$ cat config.mk
export PLATFORM = sky130hd
export DESIGN_NAME = serial_boot_loader
export DESIGN_NICKNAME = d
export VERILOG_FILES = /design/src/serial_boot_pkg.sv /design/src/serial_boot_loader.sv
export SDC_FILE = /design/constraint.sdc
export NUM_CORES = 1
export LEC_CHECK = 0
export ABC_AREA = 1
export BUFFER_PORTS_ARGS = -buffer_cell sky130_fd_sc_hd__clkbuf_2
export CAP_MARGIN = 20
export CORE_UTILIZATION = 55
export DETAILED_ROUTE_END_ITERATION = 16
export PLACE_DENSITY = 0.91
export SLEW_MARGIN = 20
export SYNTH_ARGS = -nofsm -noshare
export SYNTH_HDL_FRONTEND = slang
export SYNTH_SLANG_ARGS = --single-unit
$ cat constraint.sdc
create_clock -name ref_clk_in -period 2.9 [get_ports ref_clk_in]
set_input_delay 0.435 -clock ref_clk_in [delete_from_list [all_inputs] [get_ports ref_clk_in]]
set_output_delay 0.435 -clock ref_clk_in [all_outputs]
set_load 0.005 [all_outputs]
$ cat src/serial_boot_pkg.sv
// Constants for the serial boot loader: address map, framing, rates.
// Assumes one 100 MHz system clock and an active-low asynchronous reset.
//
// How it works
// - Mode bit0 high, bit1 low during reset selects serial boot at release.
// - In serial boot the boot ROM answers at FFF000H to FFFFFFH.
// - In serial boot the flash array answers at 10000H to 27FFFH.
// - Serial channel one runs UART, 8 data bits, no parity, one stop.
// - Rates 115200, 57600, 38400, 19200 and 9600 bit/s are selectable.
// - Password mismatch refuses the RAM transfer.
// - Erased flash makes the expected password twelve 0xFF bytes.
// - Routine is stored in RAM only inside 001000H to 001DFFH.
// - After the copy, execution jumps to the routine start.
// - Erase command wipes the whole flash without a routine.
// - Interrupts stay disabled; received bytes are found by polling flags.
// - Unused pins hold their post-reset default during serial boot.
package serial_boot_pkg;

  localparam int          CLK_HZ    = 100_000_000;
  localparam int          BAUD_BASE = 9600;
  localparam int          BASE_DIV  = CLK_HZ / BAUD_BASE;
  localparam int          BIT_W     = 14;
  localparam logic [3:0]  STOP_BIT  = 4'h9;
  localparam logic [23:0] ROM_LO    = 24'hff_f000;
  localparam logic [23:0] ROM_HI    = 24'hff_ffff;
  localparam logic [23:0] FLB_LO    = 24'h01_0000;
  localparam logic [23:0] FLB_HI    = 24'h02_7fff;
  localparam logic [23:0] FLN_LO    = 24'hfe_8000;
  localparam logic [23:0] FLN_HI    = 24'hff_ffff;
  localparam logic [23:0] RAM_LO    = 24'h00_1000;
  localparam logic [23:0] RAM_HI    = 24'h00_1dff;
  localparam logic [15:0] RAM_SPAN  = 16'h0e00;
  localparam logic [3:0]  PW_LAST   = 4'hb;
  localparam logic [7:0]  ERASED    = 8'hff;
  localparam logic [7:0]  CMD_LOAD  = 8'h30;
  localparam logic [7:0]  CMD_ERASE = 8'h40;
  localparam logic [7:0]  ACK       = 8'h06;
  localparam logic [7:0]  NAK       = 8'h15;

  typedef enum logic [3:0] {
    S_IDLE  = 4'b0000,
    S_CMD   = 4'b0001,
    S_PW    = 4'b0010,
    S_LEN0  = 4'b0011,
    S_LEN1  = 4'b0100,
    S_LOAD  = 4'b0101,
    S_JUMP  = 4'b0110,
    S_ERASE = 4'b0111,
    S_HALT  = 4'b1000
  } st_e;

endpackage

$ cat src/serial_boot_loader.sv
// Serial boot loader: mode capture, address remap, UART link, loader FSM.
// Assumes synchronous pins, a RAM write port that can stall, and an
// external flash eraser that acknowledges with a done pulse.
`timescale 1ns/100ps
`default_nettype none
module serial_boot_loader
  import serial_boot_pkg::*;
#(
  parameter int DIV_9600 = BASE_DIV
) (
  input  wire logic        ref_clk_in,
  input  wire logic        nrst_in,
  input  wire logic        mode_select_bit0_in,
  input  wire logic        mode_select_bit1_in,
  input  wire logic [2:0]  rate_sel_in,
  input  wire logic        serial_receive_line_in,
  input  wire logic        flash_erased_in,
  input  wire logic [95:0] app_password_in,
  input  wire logic [23:0] cpu_addr_in,
  input  wire logic        ram_ready_in,
  input  wire logic        erase_done_in,
  output logic             serial_transmit_line_out,
  output logic             boot_mode_out,
  output logic             rom_sel_out,
  output logic             flash_sel_out,
  output logic             int_enable_out,
  output logic             pin_hold_out,
  output logic             ram_wr_out,
  output logic [23:0]      ram_addr_out,
  output logic [7:0]       ram_data_out,
  output logic             jump_out,
  output logic [23:0]      jump_addr_out,
  output logic             chip_erase_out,
  output logic             overrun_out
);
  typedef struct packed {
    st_e              st;
    logic             armed;
    logic             boot;
    logic             rx_busy;
    logic [BIT_W-1:0] rx_cnt;
    logic [3:0]       rx_bit;
    logic [7:0]       rx_sh;
    logic [1:0][7:0]  bq;
    logic [1:0]       bn;
    logic             bw;
    logic             br;
    logic             tx_busy;
    logic [BIT_W-1:0] tx_cnt;
    logic [3:0]       tx_bit;
    logic [9:0]       tx_sh;
    logic [3:0]       pw_i;
    logic             pw_bad;
    logic [15:0]      len;
    logic [15:0]      n;
    logic             txd;
    logic             rom_sel;
    logic             fl_sel;
    logic             int_en;
    logic             ram_wr;
    logic [23:0]      ram_addr;
    logic [7:0]       ram_data;
    logic             jump;
    logic [23:0]      jaddr;
    logic             erase;
    logic             overrun;
  } st_s;
  st_s r;
  st_s n;
  // ****************************************************************
  // Helpers
  // ****************************************************************
  function automatic logic [BIT_W-1:0] div_of(input logic [2:0] s);
    unique case (s)
      3'h0:    div_of = BIT_W'(DIV_9600);
      3'h1:    div_of = BIT_W'(DIV_9600 / 2);
      3'h2:    div_of = BIT_W'(DIV_9600 / 4);
      3'h3:    div_of = BIT_W'(DIV_9600 / 6);
      default: div_of = BIT_W'(DIV_9600 / 12);
    endcase
  endfunction
  function automatic logic in_rng(input logic [23:0] a,
                                  input logic [23:0] lo,
                                  input logic [23:0] hi);
    in_rng = (a >= lo) && (a <= hi);
  endfunction
  logic [BIT_W-1:0] div;
  logic             push;
  logic             pop;
  logic             take;
  logic [7:0]       head;
  logic [7:0]       expect_b;
  logic             tx_go;
  logic [7:0]       tx_byte;
  logic [15:0]      len16;
  // ****************************************************************
  // Next state
  // ****************************************************************
  always_comb begin
    n        = r;
    n.ram_wr = 1'b0;
    n.jump   = 1'b0;
    n.erase  = 1'b0;
    div      = div_of(rate_sel_in);
    push     = 1'b0;
    tx_go    = 1'b0;
    tx_byte  = ACK;
    head     = r.bq[r.br];
    len16    = {head, r.len[7:0]};
    // Mode pins are caught on the first edge after release
    if (!r.armed) begin
      n.armed = 1'b1;
      n.boot  = mode_select_bit0_in & ~mode_select_bit1_in;
    end
    // Receiver: half-bit offset puts samples mid-cell
    if (!r.rx_busy) begin
      if (r.boot && !serial_receive_line_in) begin
        n.rx_busy = 1'b1;
        n.rx_cnt  = div >> 1;
        n.rx_bit  = 4'h0;
      end
    end else if (r.rx_cnt != '0) begin
      n.rx_cnt = r.rx_cnt - 1'b1;
    end else begin
      n.rx_cnt = div - 1'b1;
      n.rx_bit = r.rx_bit + 1'b1;
      if (r.rx_bit == 4'h0 && serial_receive_line_in) begin
        n.rx_busy = 1'b0;
      end else if (r.rx_bit == STOP_BIT) begin
        n.rx_busy = 1'b0;
        push      = serial_receive_line_in;
      end else if (r.rx_bit != 4'h0) begin
        n.rx_sh = {serial_receive_line_in, r.rx_sh[7:1]};
      end
    end
    // Loader polls the buffer flag instead of taking an interrupt
    unique case (r.st)
      S_CMD, S_PW, S_LEN0, S_LEN1: take = 1'b1;
      S_LOAD:  take = ram_ready_in;
      default: take = 1'b0;
    endcase
    pop = (r.bn != 2'd0) && take;
    expect_b = flash_erased_in ? ERASED : app_password_in[8*r.pw_i +: 8];
    // Loader sequence
    unique case (r.st)
      S_IDLE: begin
        if (r.armed) begin
          n.st = r.boot ? S_CMD : S_HALT;
        end
      end
      S_CMD: begin
        if (pop) begin
          if (head == CMD_LOAD) begin
            n.st     = S_PW;
            n.pw_i   = 4'h0;
            n.pw_bad = 1'b0;
          end else if (head == CMD_ERASE) begin
            n.erase = 1'b1;
            n.st    = S_ERASE;
          end else begin
            tx_go   = 1'b1;
            tx_byte = NAK;
          end
        end
      end
      S_PW: begin
        if (pop) begin
          n.pw_bad = r.pw_bad | (head != expect_b);
          n.pw_i   = r.pw_i + 1'b1;
          if (r.pw_i == PW_LAST) begin
            tx_go = 1'b1;
            if (n.pw_bad) begin
              tx_byte = NAK;
              n.st    = S_CMD;
            end else begin
              n.st = S_LEN0;
            end
          end
        end
      end
      S_LEN0: begin
        if (pop) begin
          n.len = {8'h00, head};
          n.st  = S_LEN1;
        end
      end
      S_LEN1: begin
        if (pop) begin
          tx_go = 1'b1;
          n.len = len16;
          n.n   = 16'h0000;
          // Routine longer than the window is refused outright
          if (len16 == 16'h0000 || len16 > RAM_SPAN) begin
            tx_byte = NAK;
            n.st    = S_CMD;
          end else begin
            n.st = S_LOAD;
          end
        end
      end
      S_LOAD: begin
        if (pop) begin
          n.ram_wr   = 1'b1;
          n.ram_data = head;
          n.ram_addr = RAM_LO + {8'h00, r.n};
          n.n        = r.n + 1'b1;
          if (r.n + 1'b1 == r.len) begin
            n.st = S_JUMP;
          end
        end
      end
      S_JUMP: begin
        n.jump  = 1'b1;
        n.jaddr = RAM_LO;
        n.st    = S_HALT;
      end
      S_ERASE: begin
        if (erase_done_in) begin
          tx_go = 1'b1;
          n.st  = S_CMD;
        end
      end
      S_HALT:  n.st = S_HALT;
      default: n.st = S_IDLE;
    endcase
    // Two-entry buffer; a byte that meets a full buffer is flagged
    if (push && r.bn != 2'd2) begin
      n.bq[r.bw] = r.rx_sh;
      n.bw       = ~r.bw;
    end else if (push) begin
      n.overrun = 1'b1;
    end
    n.br = pop ? ~r.br : r.br;
    n.bn = r.bn + {1'b0, push && r.bn != 2'd2} - {1'b0, pop};
    // Transmitter; one answer per request, so it is never busy on go
    if (!r.tx_busy) begin
      n.txd = 1'b1;
      if (tx_go) begin
        n.tx_busy = 1'b1;
        n.tx_sh   = {1'b1, tx_byte, 1'b0};
        n.txd     = 1'b0;
        n.tx_bit  = 4'h0;
        n.tx_cnt  = div - 1'b1;
      end
    end else if (r.tx_cnt != '0) begin
      n.tx_cnt = r.tx_cnt - 1'b1;
    end else if (r.tx_bit == STOP_BIT) begin
      n.tx_busy = 1'b0;
      n.txd     = 1'b1;
    end else begin
      n.tx_sh  = r.tx_sh >> 1;
      n.txd    = r.tx_sh[1];
      n.tx_bit = r.tx_bit + 1'b1;
      n.tx_cnt = div - 1'b1;
    end
    // Address map follows the captured mode
    n.rom_sel = r.boot && in_rng(cpu_addr_in, ROM_LO, ROM_HI);
    n.fl_sel  = r.boot ? in_rng(cpu_addr_in, FLB_LO, FLB_HI)
                       : in_rng(cpu_addr_in, FLN_LO, FLN_HI);
    n.int_en  = r.armed && !r.boot;
  end
  always_ff @(posedge ref_clk_in or negedge nrst_in) begin
    if (!nrst_in) begin
      r     <= '0;
      r.txd <= 1'b1;
    end else begin
      r <= n;
    end
  end
  assign serial_transmit_line_out = r.txd;
  assign boot_mode_out            = r.boot;
  assign rom_sel_out              = r.rom_sel;
  assign flash_sel_out            = r.fl_sel;
  assign int_enable_out           = r.int_en;
  assign pin_hold_out             = r.boot;
  assign ram_wr_out               = r.ram_wr;
  assign ram_addr_out             = r.ram_addr;
  assign ram_data_out             = r.ram_data;
  assign jump_out                 = r.jump;
  assign jump_addr_out            = r.jaddr;
  assign chip_erase_out           = r.erase;
  assign overrun_out              = r.overrun;
endmodule // serial_boot_loader
`default_nettype wire

# --- After elaboration in Yosys (flattened, before gate mapping) ---
# Index checks and enable logic that the tools add are counted.
classes:
  eq_ne: 34
  shift: 1
  addsub: 10
  n_bitwise: 10
  reduce_logical: 39
  order_cmp: 9
  muxes: 82
ops:
  columns: ["op", "n"]
  rows:
  - ["$shiftx 96x8->8", 1]
  - ["$mux 8", 9]
  - ["$mux 33", 2]
  - ["$pmux 16 s2", 2]
  - ["$mux 29", 2]
  - ["$pmux 14 s4", 1]
  - ["$ge 24x24->1 const B", 2]
  - ["$mux 4", 12]
  - ["$mux 5", 9]
  - ["$mux 14", 3]
  - ["$sub 14x1->14 const B", 3]
  - ["$mux 19", 2]
  - ["$mux 16", 2]
  - ["$mux 32", 1]
  - ["$pmux 4 s8", 1]
  - ["$mux 28", 1]
  - ["$ne 2x2->1 const B", 14]
  - ["$reduce_bool 14->1", 2]
  - ["$mux 1", 25]
  - ["$mux 25", 1]
  - ["$ge 24x17->1 const B", 1]
  - ["$le 24x18->1 const B", 1]
  - ["$le 24x24->1 const B", 1]
  - ["$pmux 8 s3", 1]
  - ["other kinds (45)", 86]
word_totals:
  output_inout_bits: 66
  regBits: 160
  wordCells: 217

# --- Logic depth before layout (Yosys ltp) ---
# Gate-level depths: netlist (run 1).
depth:
  ltp_word: 10
  mapped_depth: 18

# --- Worst setup path before layout (run 1) ---
# OpenSTA, ideal clock, no wires.
synth_timing:
  path_type: "register to register"
  from: "register r[162] (netlist name)"
  to: "register r[133] (netlist name)"
  t_arrival_ps: 2240
  n_path_buf: 0
  path_slack_ps: 531
  synth_period_minus_slack_ps: 2369
  required_ps: 2771
  path_stages_with_launch: 13
  cell_sequence: "dfrtp_1 -> inv_1 -> ha_1 -> nand2_1 -> nor2_1 -> nand4_1 -> nor2_1 -> nand3_1 -> ha_1 -> inv_1 -> ha_1 -> xnor2_1 -> xor2_1"
synth_rtl:
  columns: ["item", "line_no", "source"]
  rows:
  - ["start, declared", "serial_boot_loader.sv:68", "st_s r;"]
  - ["start signal, assigned", "serial_boot_loader.sv:267", "r <= n;"]

# --- Worst setup path in the final report (run 1) ---
layout_timing:
  from: "register r[115] (netlist name)"
  to: "register r[126] (netlist name)"
layout_between:
  elab_chain_cells: 3
  word_cells_on_any_way: 6
  classes_between: "add/sub: 1; eq/ne: 1; mux: 2; reduce/logical: 2"
layout_lines:
  columns: ["item", "line_no"]
  rows:
  - ["$sub 14x1->14 / $reduce_bool 14->1 (equally long branches)", "serial_boot_loader.sv:246, serial_boot_loader.sv:245"]
  - ["$mux 14 / $ne 3x3->1 (equally long branches)", null]
  - ["$mux 29 / $reduce_and 2->1 (equally long branches)", null]
# Parallel ways exist; a longest one is shown, timed or not.
# A chain may end at the register's enable or synchronous reset.

==> results of run 1 <==
==> state kept, by name, indices dropped and copies added, names as in the netlist <==
signal,count
ram_addr_out,17
jump_addr_out,1
ram_wr_out,1
int_enable_out,1
serial_transmit_line_out,1
chip_erase_out,1
flash_sel_out,1
boot_mode_out,1
jump_out,1
rom_sel_out,1
ram_data_out,8
len16,8
overrun_out,1
r,109
==> routing by layer <==
| layer | vias to the layer above | GRT usage (%) | part of all wire (%) |
|---|---|---|---|
| met5 | - | 0 | 0.046 |
| met4 | 2 | 9.18 | 2.1 |
| met3 | 51 | 5.52 | 6.0 |
| met2 | 347 | 45.3 | 49 |
| met1 | 4204 | 36.0 | 43 |
| li1 | 4446 | - | - |
==> metrics by stage <==
step                setup WS (ns)  area (um^2)  util [%]
floorplan                   0.531         9710         -
global placement            0.390        10300      61.3
detailed placement          0.336        10300      61.3
finish                      0.281        10900      64.9
global route               0.0161        10900      64.9
CTS                         0.323        10900      64.8
==> worst max-delay path, stage by stage (launching register included) <==
cell and delay, ns:
dfrtp_1 0.37, inv_1 0.14, ha_1 0.25, nand3_1 0.13, nor2_1 0.18, nand2_1 0.20
or3_1 0.38, nor2_1 0.24, inv_2 0.14, nor2_1 0.14, o21ai_0 0.17, a31oi_4 0.21
==> repair_timing <==
item / CTS / global route
resized for setup: 0 / 1
setup endpoints to repair: 0 / 2
buffers inserted: 0 / 0
==> synth_stat cells (12+ instances only) <==
cell | count | area share (%)
ha_1 | 12 | 1.6
inv_1 | 151 | 5.9
nand2_1 | 343 | 13
buf_4 | 58 | 4.5
nor2_1 | 112 | 4.4
xnor2_1 | 16 | 1.5
a21oi_1 | 22 | 1.1
nand3_1 | 119 | 6.2
nor3_1 | 19 | 0.99
o22ai_1 | 29 | 1.9
o21ai_0 | 113 | 5.9
clkbuf_1 | 30 | 1.2
dfrtp_1 | 151 | 39
xor2_1 | 23 | 2.1
==> layout make-up <==
class	count	area, um^2	area share (%)
tap	220	275	2.52
multi-input combinational	934	4670	42.8
clock inverter	15	166	1.53
clock buffer	17	425	3.90
inverter	163	614	5.63
timing repair buffer	174	952	8.73
sequential	152	3800	34.9
==> cells by family after synthesis <==
| group | after synthesis | share of synthesized area [%] |
|---|---|---|
| DFF | 152 | 39.6 |
| buffers and inverters | 262 | 12.9 |
| AOI/OAI and AO/OA | 210 | 13.0 |
| xor gates and xnor gates | 40 | 3.79 |
| other | 2 | 0.0782 |
| adders and majority gates | 12 | 1.56 |
| and+or+nand+nor | 641 | 29.0 |
==> where the power goes <==
group,switching [mW],internal (mW)
combinational,2.91,1.79
clock,0.941,1.28
sequential,0.628,2.85
==> worst max-delay path by stage <==
stage / to / start
floorplan: r[133] / r[162]
global placement: r[106] / r[130]
detailed placement: r[103] / r[130]
CTS: r[106] / r[130]
global route: r[179] / r[64]
finish: r[126] / r[115]
==> results.md, run 1 <==
* Post-route ant nets at 0
* H-tree levels at 4
* Number of max-cap violations at 0
* DRT Pass-1 Iters at 7
* Iteration-0 DRC Markers at 956
* Yosys warning count at 0
* RR Startpoint: r[115]
* Antenna cell count at 0
* CP endpoint kind: flip-flop
* Inst Count DP at approximately 1600
* First-pass GRT wire length at 39400 um
* Synth Instances at 1319
* RePlAce Congestion at 0.950
* Port Buffers at between 150 and 200
* CTS sink count at 152
* Lkg Pwr at 5.52 nW
* Commonest non-fill, non-tap cell in the layout: nand2_1
* Layout cells sized above 1 at between 15 and 20%
* Async SR Flop Fraction at 100%
* Dpl hpwl at 17400 um
* DRC Markers at 0
* Total global routing overflow at 0
* Critical path type: reg2reg
* Clock root buffer: clkbuf_16
* Synth cell types at 53
* Endpoints failing setup at 0
* EDFF count, synth at 0
* # IOs at about 200
* Routed vias/inst at about 5.4
* Sequential share of the synthesized area at roughly two fifths
* Die ar. at 18000 um^2
* Worst Path Arrival at 2.98 ns
* #FFs+latches synth at approximately 150
* Hold slack at 0.00313 ns
* Required time of the critical path at 3.26 ns
* Total core area at 16800 um^2
* Area Overhead vs Synth at 13.6%
* Largest net degree at the start of global routing at 69
* Most frequent cells in the layout: nand2_1, clkbuf_2, inv_1, dfrtp_1, nand3_1
* Setup crit start kind: flip-flop
* Vias in the first global route at 8360
* Power density cells at approximately 950 nW/um^2
* Die Y at 134 um
* Setup tns final at 0 ns
* Critical path fanouts, max at 8
* Filler instances at 1404
* CTS tree: built
* Total track usage at 27.4%
* Wire length per cell at between 10 and 15 um
* Post-CTS Hold Fix Bufs at 0
* Layout Cells excl Fill at 1675
* Antenna violations before repair at 1
* Final hold violation count at 0
* Core Rows at 47
* RSZ-0062 raised after global routing: no
* Mapped cell area at 9600 um^2
* Reg2Reg Depth at 11
* Part of the cycle the worst path needs at about nine tenths
* Total power at 10.4 mW
* Avg Inst Size Synth at 7.28 um^2
* Vias post-DR at 9050
* Hold Crit Class: in2async
* Reg2reg setup slack at 0.28 ns
* Post-Route WL at 23700 um
* Rel. slew slack at 52.5%
* Clock transition at path regs at 0.07 ns
* Slew at the pin with the worst max-slew slack at 0.705 ns
* Post-synth top flop: dfrtp_1
* Final net count at 1585
* RR Endpoint: r[126]
* Fmax at 382 MHz
* Die span in x at 134 um
* Pins Over Slew Limit at 0
* Peak VDD IR at roughly 570 uV
* Max Buffers Root-to-Sink at 2
* Clk_skew at 0.00855 ns
* Final Critical Period at around 2.6 ns
* Worst-Skew Late Latency at 0.43 ns
* Initial core utilization at 57.1%
* Num CTS Buffers at 17
* Status: completed
Power figures use the tool's default switching activity.
==> inputs of run 2 (changes only) <==
==> constraint.sdc (replaced) <==
create_clock -name ref_clk_in -period 2.8 [get_ports ref_clk_in]
set_input_delay 0.42 -clock ref_clk_in [delete_from_list [all_inputs] [get_ports ref_clk_in]]
set_output_delay 0.42 -clock ref_clk_in [all_outputs]
set_load 0.005 [all_outputs]
==> results.md, run 2 (synthesized netlist as in run 1, its figures left out) <==
* CTS tree: built
* Inst Count DP at 1641 (-0.12%)
* Total core area at 16800 um^2 (unchanged)
* Area Overhead vs Synth at 14.2%
* Status: completed
* Port Buffers at 154 (unchanged)
* CTS sink count at 152 (unchanged)
* Commonest non-fill, non-tap cell in the layout: nand2_1
* Max Buffers Root-to-Sink at 2 (unchanged)
* Final hold violation count at 0 (unchanged)
* Peak VDD IR at 610 uV (+6.5%)
* RR Startpoint: r[162]
* Dpl hpwl at 17400 um (-0.23%)
* Clock root buffer: clkbuf_16
* Num CTS Buffers at 17 (unchanged)
* Most frequent cells in the layout: nand2_1, clkbuf_2, inv_1
* Critical path's most frequent cell: ha_1
* Iteration-0 DRC Markers at 847 (-11%)
* Vias in the first global route at 8877 (+6.2%)
* Initial core utilization at 57.1% (unchanged)
* Post-route ant nets at 0 (unchanged)
* Endpoints failing setup at 0 (unchanged)
* Antenna violations before repair at 0 (-1)
* Vias post-DR at 9170 (+1.3%)
* Reg with most FFs: r
* Slowest-stage cell, CP: dfrtp_1
* Total track usage at 28.5% (+1.0 points)
* Area after DPL at 10300 um^2 (about the same)
* Power density cells at 1000 nW/um^2 (+4.9%)
* Die span in x at 134 um (unchanged)
* Final Critical Period at 2.59 ns (-0.0282 ns)
* Required time of the critical path at 3.16 ns (-0.10 ns)
* Antenna cell count at 0 (unchanged)
* Final net count at 1584 (-0.063%)
* Critical path type: reg2reg
* Hold Crit Class: in2reg
* Clock transition at path regs at 0.06 ns (about the same)
* First-pass GRT wire length at 41000 um (+4.1%)
* Die ar. at 18000 um^2 (unchanged)
* Rel. slew slack at 53.6% (+1.1 points)
* Wire length per cell at 14.5 um (+2.3%)
* Crit. Startpoint: r[162]
* CP endpoint kind: flip-flop
* CP delay by family, top: simple AND/OR/NAND/NOR gates
* Core Rows at 47 (unchanged)
* Post-Route WL at 24200 um (+2.2%)
* DRT Pass-1 Iters at 7 (unchanged)
* Final Core Density at 65.2% (+0.31 points)
* Crit path depth at 12 (+1)
* Lkg Pwr at 5.54 nW (+0.39%)
* DRC Markers at 0 (unchanged)
* Number of max-cap violations at 0 (unchanged)
* CP bufs+invs at 2 (unchanged)
* RSZ-0062 raised after global routing: no
* Max FFs per register at 109 (unchanged)
* Fmax at 386 MHz (+1.1%)
* Crit-path cells: inv_1, ha_1, nand2_1, nor2_1, nand4_1, nor2_1, nand3_1, ha_1, inv_1, ha_1, xnor2_1, xor2_1
* Largest stage delay, worst path at 0.37 ns (about the same)
* Design area at 11000 um^2 (+0.48%)
* Routed vias/inst at 5.48 (+1.4%)
* RePlAce Congestion at 0.934 (-1.8%)
* Post-CTS Setup Repair Bufs at 0 (unchanged)
* H-tree levels at 4 (unchanged)
* Die Y at 134 um (unchanged)
* Slew at the pin with the worst max-slew slack at 0.693 ns (-0.0123 ns)
* Capture point of the worst path: r[133]
* Pins Over Slew Limit at 0 (unchanged)
* Post-place setup slack at 0.235 ns (-0.101 ns)
* Worst Path Arrival at 2.95 ns (-0.03 ns)
* # IOs at 197 (unchanged)
* Reg2Reg Depth at 12 (+1)
* Clk_skew at 0.0105 ns (+0.00192 ns)
* Layout Cells excl Fill at 1674 (-0.060%)
* Total global routing overflow at 0 (unchanged)
* Largest net degree at the start of global routing at 56 (-19%)
* Setup ws final at 0.209 ns (-0.0718 ns)
* RR Endpoint: r[133]
* Setup tns final at 0 ns (unchanged)
* Part of the cycle the worst path needs at 92.5% (+2.2 points)
* Setup crit start kind: flip-flop
* Critical path fanouts, max at 4 (-4)
* Worst-Skew Late Latency at 0.44 ns (about the same)
* Layout cells sized above 1 at 17.7% (+0.22 points)
* Reg2reg setup slack at 0.21 ns (-0.07 ns)
run 2: cell count changes in the layout (fill, tap and decap cells not counted), moves of 2 or more:
cell | previous run | this run
buf_4 | 18 | 15
clkbuf_8 | 0 | 2
clkinvlp_4 | 5 | 3
dfrtp_1 | 151 | 149
dfrtp_2 | 0 | 2
inv_6 | 5 | 3
nand3_1 | 119 | 117
nand3_2 | 3 | 5
run 2: worst min path at each step:
stage                    start               to  cells past startpoint
3_3_place_gp           nrst_in  ram_addr_out[2]                      1
6_report       cpu_addr_in[12]      rom_sel_out                      3
2_1_floorplan          nrst_in    boot_mode_out                      0
4_1_cts        cpu_addr_in[12]      rom_sel_out                      3
3_5_place_dp           nrst_in  ram_addr_out[2]                      1
5_1_grt        cpu_addr_in[14]      rom_sel_out                      3
run 2: area by class of cell:
class,count,area [um^2]
clock inverters,13,166
repair buffers,173,960
well taps,220,275
inverters,163,617
clock buffers,19,453
fillers,1436,5860
flip-flops and latches,152,3810
multi-input cells,934,4680
run 2: routing by layer:
layer	vias up	track usage, %	part of all wire (%)
met4	0	11.9	2.8
li1	4429	-	-
met2	409	47.0	49
met5	-	0	0
met1	4262	36.3	41
met3	70	5.93	7.2
run 2: through the flow:
stage / total power, mW / hold slack, ns
floorplan: 7.39 / 0.124
global placement: 8.22 / 0.373
detailed placement: 8.43 / 0.381
CTS: 10.9 / 0.208
global route: 11.8 / 0.238
finish: 11.0 / 0.210
run 2: repair_timing:
| action | CTS | global route |
|---|---|---|
| hold endpoints to repair | 44 | 0 |
| setup endpoints to repair | 0 | 13 |
| hold buffers | 1 | 0 |
| gates resized for setup | 0 | 9 |
run 2: power breakdown:
part	switching (mW)	leakage, nW	internal (mW)
Clock	0.951	0.296	1.46
Combinational	3.08	3.30	1.86
Sequential	0.654	1.94	2.95
Total	4.69	5.54	6.27
run 2: worst reg2reg max path: cells and delay by family (launching register included):
family | cells | cell delay (ns)
buffers and inverters | 2 | 0.15
flip-flops | 1 | 0.37
XOR/XNOR | 2 | 0.34
adder cells (fa/ha/maj) | 3 | 0.75
AND/OR/NAND/NOR | 5 | 0.90
